--- config.mk ---
export PLATFORM = sky130hd
export DESIGN_NAME = laser_driver_control_regs
export DESIGN_NICKNAME = d
export VERILOG_FILES = /design/src/inc/laser_driver_pkg.sv /design/src/hw/laser_driver_control_regs.sv /design/src/hw/reg_store.sv
export VERILOG_INCLUDE_DIRS = /design/src /design/src/inc
export SDC_FILE = /design/constraint.sdc
export NUM_CORES = 1
export LEC_CHECK = 0
export BUFFER_PORTS_ARGS = -buffer_cell sky130_fd_sc_hd__buf_4
export CAP_MARGIN = 20
export CORE_MARGIN = 1
export CORE_UTILIZATION = 35
export DETAILED_ROUTE_END_ITERATION = 10
export GPL_TIMING_DRIVEN = 0
export MAX_ROUTING_LAYER = met4
export PLACE_DENSITY = 0.54
export RECOVER_POWER = 25
export SLEW_MARGIN = 20
export SYNTH_ARGS = -nofsm -noshare
export SYNTH_HDL_FRONTEND = slang
export SYNTH_SLANG_ARGS = --single-unit
--- constraint.sdc ---
create_clock -name clock -period 2.03 [get_ports clock]
set_input_delay 0.1015 -clock clock [delete_from_list [all_inputs] [get_ports clock]]
set_output_delay 0.1015 -clock clock [all_outputs]
set_load 0.01 [all_outputs]
--- src/inc/laser_driver_consts.svh ---
/*
  Constants of the laser driver control register bank: bus address,
  register offsets, write masks, fixed bits, reset values and range codes.
  Assumes it is included by the design modules and by the bench.
*/
`ifndef LASER_DRIVER_CONSTS_SVH
`define LASER_DRIVER_CONSTS_SVH

// ==========================================================
// Two-wire bus target address
`define DEV_ADDR 7'h08

// ==========================================================
// Register offsets
`define REG_MAIN 8'h00
`define REG_EQ 8'h06
`define REG_XPT 8'h07
`define REG_OUT 8'h08
`define REG_LIM 8'h09
`define REG_MON 8'h0A
`define REG_BFT 8'h0B
`define REG_PFT 8'h0C
`define REG_CONV 8'h0D
`define REG_ADC_HI 8'h0E
`define REG_ADC_LO 8'h0F
`define REG_COUNT 16

// ==========================================================
// Writable bits and bits fixed at one
`define MASK_FULL 8'hFF
`define MASK_OUT 8'h9F
`define MASK_MON 8'h07
`define MASK_CONV 8'hC3
`define MASK_NONE 8'h00
`define ONES_CONV 8'h14
`define RESET_BYTE 8'h00

// ==========================================================
// Photodiode range codes and one-hot range selects
`define PDR_770 2'h0
`define PDR_1540 2'h1
`define RANGE_770 3'h1
`define RANGE_1540 3'h2
`define RANGE_3080 3'h4

// ==========================================================
// Converter result split and bit counting
`define ADC_HI_MSB 9
`define ADC_HI_LSB 2
`define ADC_LO_MSB 1
`define LAST_BIT 3'h7

`endif

--- src/inc/laser_driver_pkg.sv ---
/*
  Types of the laser driver control register bank: bus states, the
  control field carriers and the packed state of the top module.
  Assumes the constants header is on the include path.
*/
package laser_driver_pkg;

  // Two-wire bus slave states
  typedef enum logic [3:0] {
    ST_IDLE, ST_ADDR, ST_ACK_ADDR, ST_REG, ST_ACK_REG, ST_WDATA, ST_ACK_DATA, ST_TX, ST_IGNORE
  } bus_state_e;

  // Main control register fields, bit 7 first
  typedef struct packed {
    logic chip_enable;
    logic [1:0] photodiode_range;
    logic open_loop_select;
    logic fault_detect_enable;
    logic output_swap;
    logic equalizer_enable;
    logic photodiode_sense;
  } main_ctrl_s;

  // Adjust registers, highest offset first
  typedef struct packed {
    logic [7:0] converter_settings;
    logic [7:0] power_fault_threshold;
    logic [7:0] bias_fault_threshold;
    logic [7:0] monitor_settings;
    logic [7:0] limiter_bias_adjust;
    logic [7:0] output_adjust;
    logic [7:0] crosspoint_adjust;
    logic [7:0] equalizer_adjust;
  } adjust_s;

  // Whole state of the top module
  typedef struct packed {
    bus_state_e st;
    logic [2:0] cnt;
    logic [7:0] shift;
    logic rw;
    logic [7:0] ptr;
    logic sda_oe;
    logic sda_o;
    logic scl_s1;
    logic scl_s2;
    logic scl_p;
    logic sda_s1;
    logic sda_s2;
    logic sda_p;
    logic flt_s1;
    logic flt_s2;
    logic en_p;
    logic fault;
    logic drive_en;
    logic [2:0] range_sel;
    logic [1:0] adc_low;
  } ctrl_state_s;

endpackage

--- src/hw/laser_driver_control_regs.sv ---
/*
  Control and status register bank of a serially configured laser
  driver, reached by a host over the two-wire management bus.
  Assumes SCK and SDA arrive asynchronously on pins, the fault input is
  asynchronous, and the converter result is on this clock.
*/
// Notes on behaviour
// - Control bit 7 enables or disables chip
// - Enable low then high clears latched fault
// - Range bits 6:5 select 770/1540/3080 full scale
// - Bit 4 selects open-loop or closed-loop control
// - Bit 3 switches fault detection on or off
// - Bit 2 swaps differential output pin polarity
// - Bit 1 enables equalizer, else bypassed
// - Bit 0 sets photodiode connection sense
// - Converter result read-only at 0x0E and 0x0F
// - One address, register, data byte per transfer
`timescale 1ns/1ps
`include "laser_driver_consts.svh"

module laser_driver_control_regs #(
  parameter logic [6:0] DEVICE_ADDR = `DEV_ADDR
) (
  // Clock and reset
  input wire logic clock,
  input wire logic reset_n,
  // Two-wire bus pins
  input wire logic scl_in,
  input wire logic sda_in,
  output logic sda_out,
  output logic sda_oe,
  // Analog side inputs
  input wire logic fault_in,
  input wire logic [9:0] adc_result,
  // Control outputs
  output laser_driver_pkg::main_ctrl_s main_ctrl,
  output laser_driver_pkg::adjust_s adjust,
  output logic [2:0] range_sel,
  output logic fault_latched,
  output logic drive_enable
);

  // ==========================================================
  // Address map helpers
  function automatic logic [7:0] bit_mask(input logic [7:0] a);
    unique case (a)
      `REG_MAIN, `REG_EQ, `REG_XPT, `REG_LIM, `REG_BFT, `REG_PFT: bit_mask = `MASK_FULL;
      `REG_OUT: bit_mask = `MASK_OUT;
      `REG_MON: bit_mask = `MASK_MON;
      `REG_CONV: bit_mask = `MASK_CONV;
      default: bit_mask = `MASK_NONE;
    endcase
  endfunction

  function automatic logic [7:0] fixed_ones(input logic [7:0] a);
    fixed_ones = (a == `REG_CONV) ? `ONES_CONV : `RESET_BYTE;
  endfunction

  function automatic logic [2:0] range_decode(input logic [1:0] r);
    unique case (r)
      `PDR_770: range_decode = `RANGE_770;
      `PDR_1540: range_decode = `RANGE_1540;
      default: range_decode = `RANGE_3080;
    endcase
  endfunction

  laser_driver_pkg::ctrl_state_s q, d;
  logic wr_en;
  logic [7:0] wr_data;
  logic [7:0] rd_data;
  logic [`REG_COUNT-1:0][7:0] contents;
  logic scl_rise, scl_fall, start_cond, stop_cond;
  logic [7:0] tx_byte;

  // ==========================================================
  // Register memory
  reg_store #(
    .WIDTH(8),
    .DEPTH(`REG_COUNT),
    .AW(4)
  ) reg_store_i (
    .clock(clock),
    .reset_n(reset_n),
    .wr_en(wr_en),
    .wr_addr(q.ptr[3:0]),
    .wr_data(wr_data),
    .rd_addr(q.ptr[3:0]),
    .rd_data(rd_data),
    .contents(contents)
  );

  // ==========================================================
  // Bus events from synchronised pins
  assign scl_rise = q.scl_s2 & ~q.scl_p;
  assign scl_fall = ~q.scl_s2 & q.scl_p;
  assign start_cond = q.scl_s2 & q.scl_p & q.sda_p & ~q.sda_s2;
  assign stop_cond = q.scl_s2 & q.scl_p & ~q.sda_p & q.sda_s2;

  // Read byte for the current pointer
  always_comb
  begin
    if (q.ptr == `REG_ADC_HI)
    begin
      tx_byte = adc_result[`ADC_HI_MSB:`ADC_HI_LSB];
    end
    else if (q.ptr == `REG_ADC_LO)
    begin
      tx_byte = {6'h00, q.adc_low};
    end
    else
    begin
      tx_byte = (rd_data & bit_mask(q.ptr)) | fixed_ones(q.ptr);
    end
  end

  // ==========================================================
  // Next state
  always_comb
  begin
    d = q;
    wr_en = 1'b0;
    wr_data = `RESET_BYTE;
    // Pin synchronisers and edge history
    d.scl_s1 = scl_in;
    d.scl_s2 = q.scl_s1;
    d.scl_p = q.scl_s2;
    d.sda_s1 = sda_in;
    d.sda_s2 = q.sda_s1;
    d.sda_p = q.sda_s2;
    d.flt_s1 = fault_in;
    d.flt_s2 = q.flt_s1;
    d.sda_o = 1'b0;
    if (stop_cond)
    begin
      d.st = laser_driver_pkg::ST_IDLE;
      d.sda_oe = 1'b0;
    end
    else if (start_cond)
    begin
      d.st = laser_driver_pkg::ST_ADDR;
      d.cnt = 3'h0;
      d.sda_oe = 1'b0;
    end
    else
    begin
      unique case (q.st)
        laser_driver_pkg::ST_IDLE, laser_driver_pkg::ST_IGNORE:
        begin
          d.sda_oe = 1'b0;
        end
        laser_driver_pkg::ST_ADDR:
        begin
          if (scl_rise)
          begin
            d.shift = {q.shift[6:0], q.sda_s2};
            d.cnt = q.cnt + 3'h1;
            if (q.cnt == `LAST_BIT)
            begin
              d.rw = q.sda_s2;
              d.st = (q.shift[6:0] == DEVICE_ADDR) ? laser_driver_pkg::ST_ACK_ADDR
                : laser_driver_pkg::ST_IGNORE;
            end
          end
        end
        laser_driver_pkg::ST_ACK_ADDR:
        begin
          if (scl_fall)
          begin
            d.sda_oe = ~q.sda_oe;
            d.cnt = 3'h0;
            if (q.sda_oe && q.rw)
            begin
              d.st = laser_driver_pkg::ST_TX;
              d.shift = tx_byte;
              d.sda_oe = ~tx_byte[7];
              if (q.ptr == `REG_ADC_HI)
              begin
                d.adc_low = adc_result[`ADC_LO_MSB:0];
              end
            end
            else if (q.sda_oe)
            begin
              d.st = laser_driver_pkg::ST_REG;
            end
          end
        end
        laser_driver_pkg::ST_REG, laser_driver_pkg::ST_WDATA:
        begin
          if (scl_rise)
          begin
            d.shift = {q.shift[6:0], q.sda_s2};
            d.cnt = q.cnt + 3'h1;
            if (q.cnt == `LAST_BIT && q.st == laser_driver_pkg::ST_REG)
            begin
              d.ptr = {q.shift[6:0], q.sda_s2};
              d.st = laser_driver_pkg::ST_ACK_REG;
            end
            else if (q.cnt == `LAST_BIT)
            begin
              wr_en = (bit_mask(q.ptr) != `MASK_NONE);
              wr_data = ({q.shift[6:0], q.sda_s2} & bit_mask(q.ptr)) | fixed_ones(q.ptr);
              d.st = laser_driver_pkg::ST_ACK_DATA;
            end
          end
        end
        laser_driver_pkg::ST_ACK_REG, laser_driver_pkg::ST_ACK_DATA:
        begin
          if (scl_fall)
          begin
            d.sda_oe = ~q.sda_oe;
            d.cnt = 3'h0;
            if (q.sda_oe)
            begin
              d.st = (q.st == laser_driver_pkg::ST_ACK_REG) ? laser_driver_pkg::ST_WDATA
                : laser_driver_pkg::ST_IGNORE;
            end
          end
        end
        laser_driver_pkg::ST_TX:
        begin
          if (scl_fall)
          begin
            d.cnt = q.cnt + 3'h1;
            d.shift = {q.shift[6:0], 1'b0};
            d.sda_oe = ~q.shift[6];
            if (q.cnt == `LAST_BIT)
            begin
              d.sda_oe = 1'b0;
              d.st = laser_driver_pkg::ST_IGNORE;
            end
          end
        end
        default:
        begin
          d.st = laser_driver_pkg::ST_IDLE;
        end
      endcase
    end
    // Fault latch, chip enable and range decode
    d.en_p = main_ctrl.chip_enable;
    d.fault = (q.flt_s2 & main_ctrl.fault_detect_enable & main_ctrl.chip_enable)
      | (q.fault & ~(main_ctrl.chip_enable & ~q.en_p));
    d.drive_en = main_ctrl.chip_enable & ~q.fault;
    d.range_sel = range_decode(main_ctrl.photodiode_range);
  end

  // ==========================================================
  // State register
  always_ff @(posedge clock or negedge reset_n)
  begin
    if (!reset_n)
    begin
      q <= '0;
      q.st <= laser_driver_pkg::ST_IDLE;
      q.scl_s1 <= 1'b1;
      q.scl_s2 <= 1'b1;
      q.scl_p <= 1'b1;
      q.sda_s1 <= 1'b1;
      q.sda_s2 <= 1'b1;
      q.sda_p <= 1'b1;
      q.range_sel <= `RANGE_770;
    end
    else
    begin
      q <= d;
    end
  end

  // ==========================================================
  // Outputs
  assign main_ctrl = laser_driver_pkg::main_ctrl_s'(contents[`REG_MAIN]);
  assign adjust = laser_driver_pkg::adjust_s'(contents[`REG_CONV:`REG_EQ]);
  assign range_sel = q.range_sel;
  assign fault_latched = q.fault;
  assign drive_enable = q.drive_en;
  assign sda_out = q.sda_o;
  assign sda_oe = q.sda_oe;
endmodule

--- src/hw/reg_store.sv ---
/*
  Small register memory: one write port, one registered read port and
  every stored word exposed as flip-flop outputs.
  Assumes write and read requests come from logic on the same clock.
*/
`timescale 1ns/1ps
`include "laser_driver_consts.svh"

module reg_store #(
  parameter int WIDTH = 8,
  parameter int DEPTH = `REG_COUNT,
  parameter int AW = 4
) (
  // Clock and reset
  input wire logic clock,
  input wire logic reset_n,
  // Write port
  input wire logic wr_en,
  input wire logic [AW-1:0] wr_addr,
  input wire logic [WIDTH-1:0] wr_data,
  // Read port
  input wire logic [AW-1:0] rd_addr,
  output logic [WIDTH-1:0] rd_data,
  // All stored words
  output logic [DEPTH-1:0][WIDTH-1:0] contents
);

  // ==========================================================
  // Parameter check
  if (DEPTH != (1 << AW) || WIDTH < 1)
  begin : g_bad
    $error("reg_store: DEPTH must equal 2**AW and WIDTH be positive");
  end

  typedef struct packed {
    logic [DEPTH-1:0][WIDTH-1:0] mem;
    logic [WIDTH-1:0] rd;
  } store_s;

  store_s q, d;

  // ==========================================================
  // Next state: write, then registered read
  always_comb
  begin
    d = q;
    if (wr_en)
    begin
      d.mem[wr_addr] = wr_data;
    end
    d.rd = q.mem[rd_addr];
  end

  // State register
  always_ff @(posedge clock or negedge reset_n)
  begin
    if (!reset_n)
    begin
      q <= '0;
    end
    else
    begin
      q <= d;
    end
  end

  assign rd_data = q.rd;
  assign contents = q.mem;

endmodule

==> results.yml, run 1 <==
critical_path:
  critical_path_class: "flop to flop"
  critical_path_arrival_ns: 2.57
  critPathMaxFanout: 6
  start_kind: "flop"
  cp_slowest_stage_delay_ns: 0.56
  crit_chain: "or4_4 -> nor4_4 -> nand3_1 -> nor2_4 -> mux2_2"
  cp-end-kind: "flop"
  critPathSlowestCell: "or4_4"
  required_ns: 2.34
synthesis:
  yosys.area.top_type: "dfrtp_1"
  synthArstFlopShare_pct: 100
  yosysMostFrequentCell: "dfrtp_1"
  yosysSeqAreaShare_pct: 52.1
  ys.flop_type: "dfrtp_1"
  synthDistinctLibCells: 68
  yosysWarnings: 0
  syn_inst: 712
  ys_top_cells_by_count: "dfrtp_1 (169), buf_4 (77), clkbuf_1 (74)"
  synth-seq-cells: 176
  synth.area.top_cells: "dfrtp_1 (50%), mux4_2 (11%), buf_4 (6.8%)"
  synth_top_area_share_pct: 49.9
  syn-num-nets: 730
  synth_edf_count: 0
  syn-cell-area_um2: 8480
  syn_area_per_cell_um2: 11.9
sta:
  finalWorstSetupSlack_ns: -0.237
  worstMarginPinSlew_ns: 1.31
  relSlewSlack_pct: 12.7
  whs_ns: 0.0484
  grt_setup_unrepaired: "yes"
  max_freq_mhz: 441
  fin_skew_ns: 0.0109
  finalCriticalPeriod_ns: 2.27
  finalSetupTns_ns: -9.34
  drv_slew: 0
  setup_viol: 77
  fin_crit_sh_pct: 112
  final-hold-violation-count: 0
grt:
  grt_antenna_before_repair: 0
  grt_use_total_pct: 20.0
  grt_pass1_wl_um: 35500
  grt_pass1_vias: 6025
  overflow: 0
  grt_max_degree: 76
drt:
  maxUsedRoutingLayer: "met4"
  drt_iter0_markers: 402
  wl_met2_um: 11300
  drc_errors: 0
  dr_total_vias: 6052
  postRouteAntennaNets: 0
  wire_per_inst_um: 19.1
  dr.pass1.iters: 4
  wl_met3_um: 876
  met1_length_um: 10500
  viasPerCell: 5.03
  wl_um: 23000
job:
  maxCapViolations: 0
clocking:
  htreeDepth: 4
  cts_root_buf: "clkbuf_16"
  clockBufferDepth: 2
  insertion_delay_ns: 0.43
  cts_sinks: 176
  cts-buffers-inserted: 17
  clkSlewWorstSetupHoldPaths_ns: 0.06
  cts_tree: "yes"
pwr:
  swShare_pct: 23.0
  ir_drop_v: 0.000454
  power_frac_clock_pct: 44.3
  combinationalPowerShare_pct: 4.4
  p_int_mw: 5.35
  seqPwrFrac_pct: 51.2
  switchingPower_mw: 1.60
  powerDensity_nw_per_um2: 609
  p_leak_nw: 5.27
floorplanning:
  core_um2: 23600
  start_util_pct: 35.9
  die_h_um: 158
  placementRows: 56
  ios: 94
  die_w_um: 158
  die_area_um2: 24900
worst_hold_path:
  hp-class: "primary input to flop"
final_layout:
  multi_input_area_um2: 3630
  area_growth_pct: 34.4
  n_fill_cell: 2184
  seq_area_um2: 4420
  drive_gt1_share_pct: 52.1
  final_nets: 892
  antennaDiodeCount: 0
placed_design:
  pre_cts_ws_ns: -0.727
  io_buffers: 92
  dp_hpwl_um: 15500
  gp_congestion: 0.896
outcome:
  status: "complete, but fails checks"
  failed_checks: "negative setup slack"
-- metrics by stage --
stage / power [mW] / utilization (%) / std cells / area, um^2
floorplan: 3.70 / - / 712 / 8490
global placement: 3.84 / 40.6 / 1123 / 9580
detailed placement: 3.85 / 40.9 / 1125 / 9650
CTS: 7.00 / 46.9 / 1194 / 11100
global route: 7.20 / 48.3 / 1203 / 11400
finish: 6.94 / 48.3 / 1203 / 11400
-- logic make-up (layout without fill, tap and decap cells) --
family          after synthesis  after routing  share of synthesized area [%]
compound gates               96             96                           7.32
other cells                   1              1                         0.0442
buf+inv                     179            351                           11.5
mux                          93             93                           17.6
fa+ha+maj                     4              4                          0.561
xor+xnor                      2              2                          0.207
simple gates                161            161                           10.7
flops                       176            176                           52.1
-- repair_timing --
| action | in CTS | in global routing |
|---|---|---|
| gates resized for setup | 156 | 84 |
| endpoints found under the hold margin | 105 | 0 |
| hold buffers | 6 | 0 |
| buffers inserted | 31 | 11 |
| pin swaps | 25 | 31 |
| cloned | 5 | 0 |
| endpoints found under the setup margin | 102 | 102 |
-- cell usage in the layout (no fill, tap or decap), types with 14 or more instances in the layout --
cell | netlist | layout
mux2_4 | 0 | 18
clkbuf_16 | 0 | 17
nand2_2 | 0 | 19
nand2_1 | 51 | 30
o21ai_2 | 0 | 14
dfrtp_1 | 169 | 167
nor2_1 | 16 | 14
mux4_2 | 40 | 40
o21ai_1 | 10 | 22
nor2b_1 | 18 | 14
mux2_2 | 46 | 30
buf_6 | 0 | 23
buf_4 | 77 | 193
clkbuf_1 | 74 | 61
-- metal layers --
metal,vias up,track usage [%]
li1,2734,-
met1,3158,26.7
met2,146,31.3
met3,14,3.67
met4,0,5.69
met5,-,-
-- flip-flops by register name, indices dropped and copies added (netlist names) --
name / cells
drive_enable: 1
range_sel: 3
reg_store_i.contents: 128
reg_store_i.rd_data: 8
d: 5
fault_latched: 1
q: 29
sda_oe: 1
-- worst max-delay path: cells and delay by family (launching register included) --
| family | cells | cell delay [ns] |
|---|---|---|
| DFF | 1 | 0.40 |
| muxes | 1 | 0.37 |
| and+or+nand+nor | 4 | 1.37 |
-- power by group through the flow --
stage | clock network, mW | logic [mW] | registers, mW
after floorplan | 0 | 0.0871 | 3.61
after global placement | 0 | 0.217 | 3.62
after detailed placement | 0 | 0.231 | 3.62
after CTS | 3.16 | 0.289 | 3.55
after global routing | 3.29 | 0.346 | 3.56
final | 3.08 | 0.309 | 3.56
-- final timing paths --
| path | from | end | slack, ns | cells past startpoint |
|---|---|---|---|---|
| worst max-delay path | q[24] | reg_store_i.contents[80] | -0.24 | 5 |
| worst min register to register | d[8] | q[8] | 0.35 | 0 |
| worst min-delay path | adc_result[8] | q[33] | 0.05 | 3 |
| min in group asynchronous | reset_n | reg_store_i.contents[37] | 0.51 | 2 |
| worst max register to register | q[24] | reg_store_i.contents[80] | -0.24 | 5 |
| max in group asynchronous | reset_n | q[19] | 0.20 | 4 |
-- cell type report --
cell class / instances / share of cell area [%]
sequential: 176 / 38.8
multi-input combinational: 357 / 31.8
timing repair buffer: 146 / 11.1
buffer: 166 / 9.75
clock buffer: 18 / 3.77
tap: 319 / 3.50
clock inverter: 11 / 0.966
inverter: 10 / 0.329
Power figures use the tool's default switching activity.
==> run 2, diff against run 1 <==
--- a/config.mk
+++ b/config.mk
@@ -15,3 +15,2 @@
 export MAX_ROUTING_LAYER = met4
-export PLACE_DENSITY = 0.54
 export RECOVER_POWER = 25
==> constraint.sdc (replaced) <==
create_clock -name clock -period 2.03 [get_ports clock]
set_input_delay 0.609 -clock clock [delete_from_list [all_inputs] [get_ports clock]]
set_output_delay 0.609 -clock clock [all_outputs]
set_load 0.01 [all_outputs]
==> results.yml, run 2 (synthesized netlist as in run 1, its figures left out) <==
sta:
  final-hold-violation-count: 0
  fin_crit_sh_pct: 113
  fin_skew_ns: 0.0178
  finalWorstSetupSlack_ns: -0.260
  max_freq_mhz: 437
  drv_slew: 0
  relSlewSlack_pct: 48.2
  finalCriticalPeriod_ns: 2.29
  grt_setup_unrepaired: "yes"
  setup_viol: 107
  worstMarginPinSlew_ns: 0.777
critical_path:
  critPathMaxFanout: 7
  timing.rr.end: "reg_store_i.contents[96]"
  r2r_start: "q[22]"
  r2r_setup_slack_ns: -0.26
  required_ns: 2.36
  cp-end-kind: "flop"
  start_kind: "flop"
  cp-endpoint: "reg_store_i.contents[96]"
  crit_start: "q[22]"
  critical_path_arrival_ns: 2.61
  critical_path_class: "flop to flop"
  reg2reg_depth: 8
pwr:
  powerDensity_nw_per_um2: 637
  ir_drop_v: 0.000529
  p_total_mw: 7.16
  combinationalPowerShare_pct: 3.6
  swShare_pct: 24.6
  power_frac_clock_pct: 46.7
  p_int_mw: 5.40
  seqPwrFrac_pct: 49.6
  switchingPower_mw: 1.76
  p_leak_nw: 5.26
clocking:
  clkSlewWorstSetupHoldPaths_ns: 0.07
  cts_tree: "yes"
  cts_sinks: 176
  insertion_delay_ns: 0.44
  cts_root_buf: "clkbuf_16"
  clockBufferDepth: 2
  cts-buffers-inserted: 17
  htreeDepth: 4
placed_design:
  dp.cells: 1125
  dp_hpwl_um: 15200
  place_area_um2: 9650
  io_buffers: 92
  pre_cts_ws_ns: -0.789
  gp_congestion: 0.884
drt:
  dr_total_vias: 6001
  viasPerCell: 5.01
  dr.pass1.iters: 4
  wl_um: 22600
  wire_per_inst_um: 18.8
  drc_errors: 0
  drt_iter0_markers: 355
  postRouteAntennaNets: 0
floorplanning:
  core_um2: 23600
  ios: 94
  die_w_um: 158
  placementRows: 56
  die_h_um: 158
  die_area_um2: 24900
  start_util_pct: 35.9
outcome:
  status: "complete, but fails checks"
  failed_checks: "negative setup slack"
worst_hold_path:
  hp-class: "primary input to flop"
  min_from: "scl_in"
final_layout:
  layout.cells.most_common_list: "buf_4 (193), dfrtp_1 (166), clkbuf_1 (60)"
  fin_area_um2: 11200
  largest_reg_flops: 128
  area_growth_pct: 32.6
  antennaDiodeCount: 0
  mostFrequentLayoutCell: "buf_4"
  drive_gt1_share_pct: 50.6
  final_nets: 883
  final_cells: 1197
  n_fill_cell: 2142
grt:
  grt_max_degree: 90
  grt_pass1_vias: 5849
  grt_use_total_pct: 19.8
  grt_pass1_wl_um: 34800
  grt_util_met1_pct: 27.3
  grtUsageMet2_pct: 29.8
  grt_antenna_before_repair: 0
  busiest_layer: "met2"
  met3_usage_pct: 3.15
  overflow: 0
job:
  maxCapViolations: 0
==> run 2: changes by cell type in the layout (fill, tap and decap cells not counted), moves of 4 or more <==
cell,previous run,this run
mux2_2,30,45
dlygate4sd3_1,6,1
mux2_4,18,2
clkinvlp_4,5,0
buf_6,23,16
nand2_1,30,42
o21ai_0,5,9
nand2_2,19,9
o21ai_1,22,18
buf_8,8,4
clkbuf_4,4,9
==> run 2: how the worst min path moves through the flow <==
stage               slack [ns]     to  depth (start not counted)
floorplan                 0.31   d[8]                          0
global placement          0.34   q[8]                          0
global route              0.27  d[14]                          1
detailed placement        0.35  d[10]                          0
finish                    0.28  d[14]                          1
CTS                       0.26  d[14]                          1
==> run 2: layer usage <==
layer / share of wire [%] / vias up / routed length, um
met3: 5.1 / 26 / 1160
met4: 1.7 / 0 / 392
met1: 45 / 3073 / 10100
met5: 0 / - / 0
li1: - / 2717 / -
met2: 48 / 185 / 10900
==> run 2: critical path, cell delays in order (launching register included) <==
cell and delay [ns]:
dfrtp_1 0.42, or4_4 0.56, nor4_4 0.40, buf_6 0.21
nand4_1 0.15, buf_4 0.20, buf_6 0.14, nand2_2 0.06
o21ai_1 0.06
==> run 2: layout make-up <==
| cell class | instances | area, um^2 | area share (%) |
|---|---|---|---|
| repair buffers | 138 | 1210 | 10.8 |
| plain buffers | 165 | 1090 | 9.69 |
| flip-flops and latches | 176 | 4420 | 39.3 |
| well taps | 319 | 399 | 3.55 |
| clock buffers | 18 | 429 | 3.82 |
| inverters | 10 | 37.5 | 0.334 |
| multi-input cells | 357 | 3490 | 31.1 |
| clock inverters | 14 | 165 | 1.47 |
==> run 2: what timing repair did <==
action,in CTS,in global routing
gates resized for setup,99,96
hold buffers,1,0
cloned,3,2
hold endpoints to repair,7,0
pin swaps,17,19
buffers inserted,23,17
setup endpoints to repair,102,102
==> run 2: stage by stage <==
step / util, % / hold slack, ns / TNS, ns
after floorplan: - / 0.313 / -0.0723
after global placement: 40.6 / 0.336 / -177.81
after detailed placement: 40.9 / 0.348 / -46.92
after CTS: 46.0 / 0.264 / -16.22
after global routing: 47.6 / 0.270 / -35.62
final: 47.6 / 0.282 / -12.39
==> run 2: power groups by stage <==
stage               combinational, mW  clock, mW  sequential (mW)
floorplan                      0.0871          0             3.61
finish                          0.259       3.35             3.55
CTS                             0.251       3.40             3.55
global route                    0.294       3.54             3.56
detailed placement              0.231          0             3.62
global placement                0.214          0             3.62
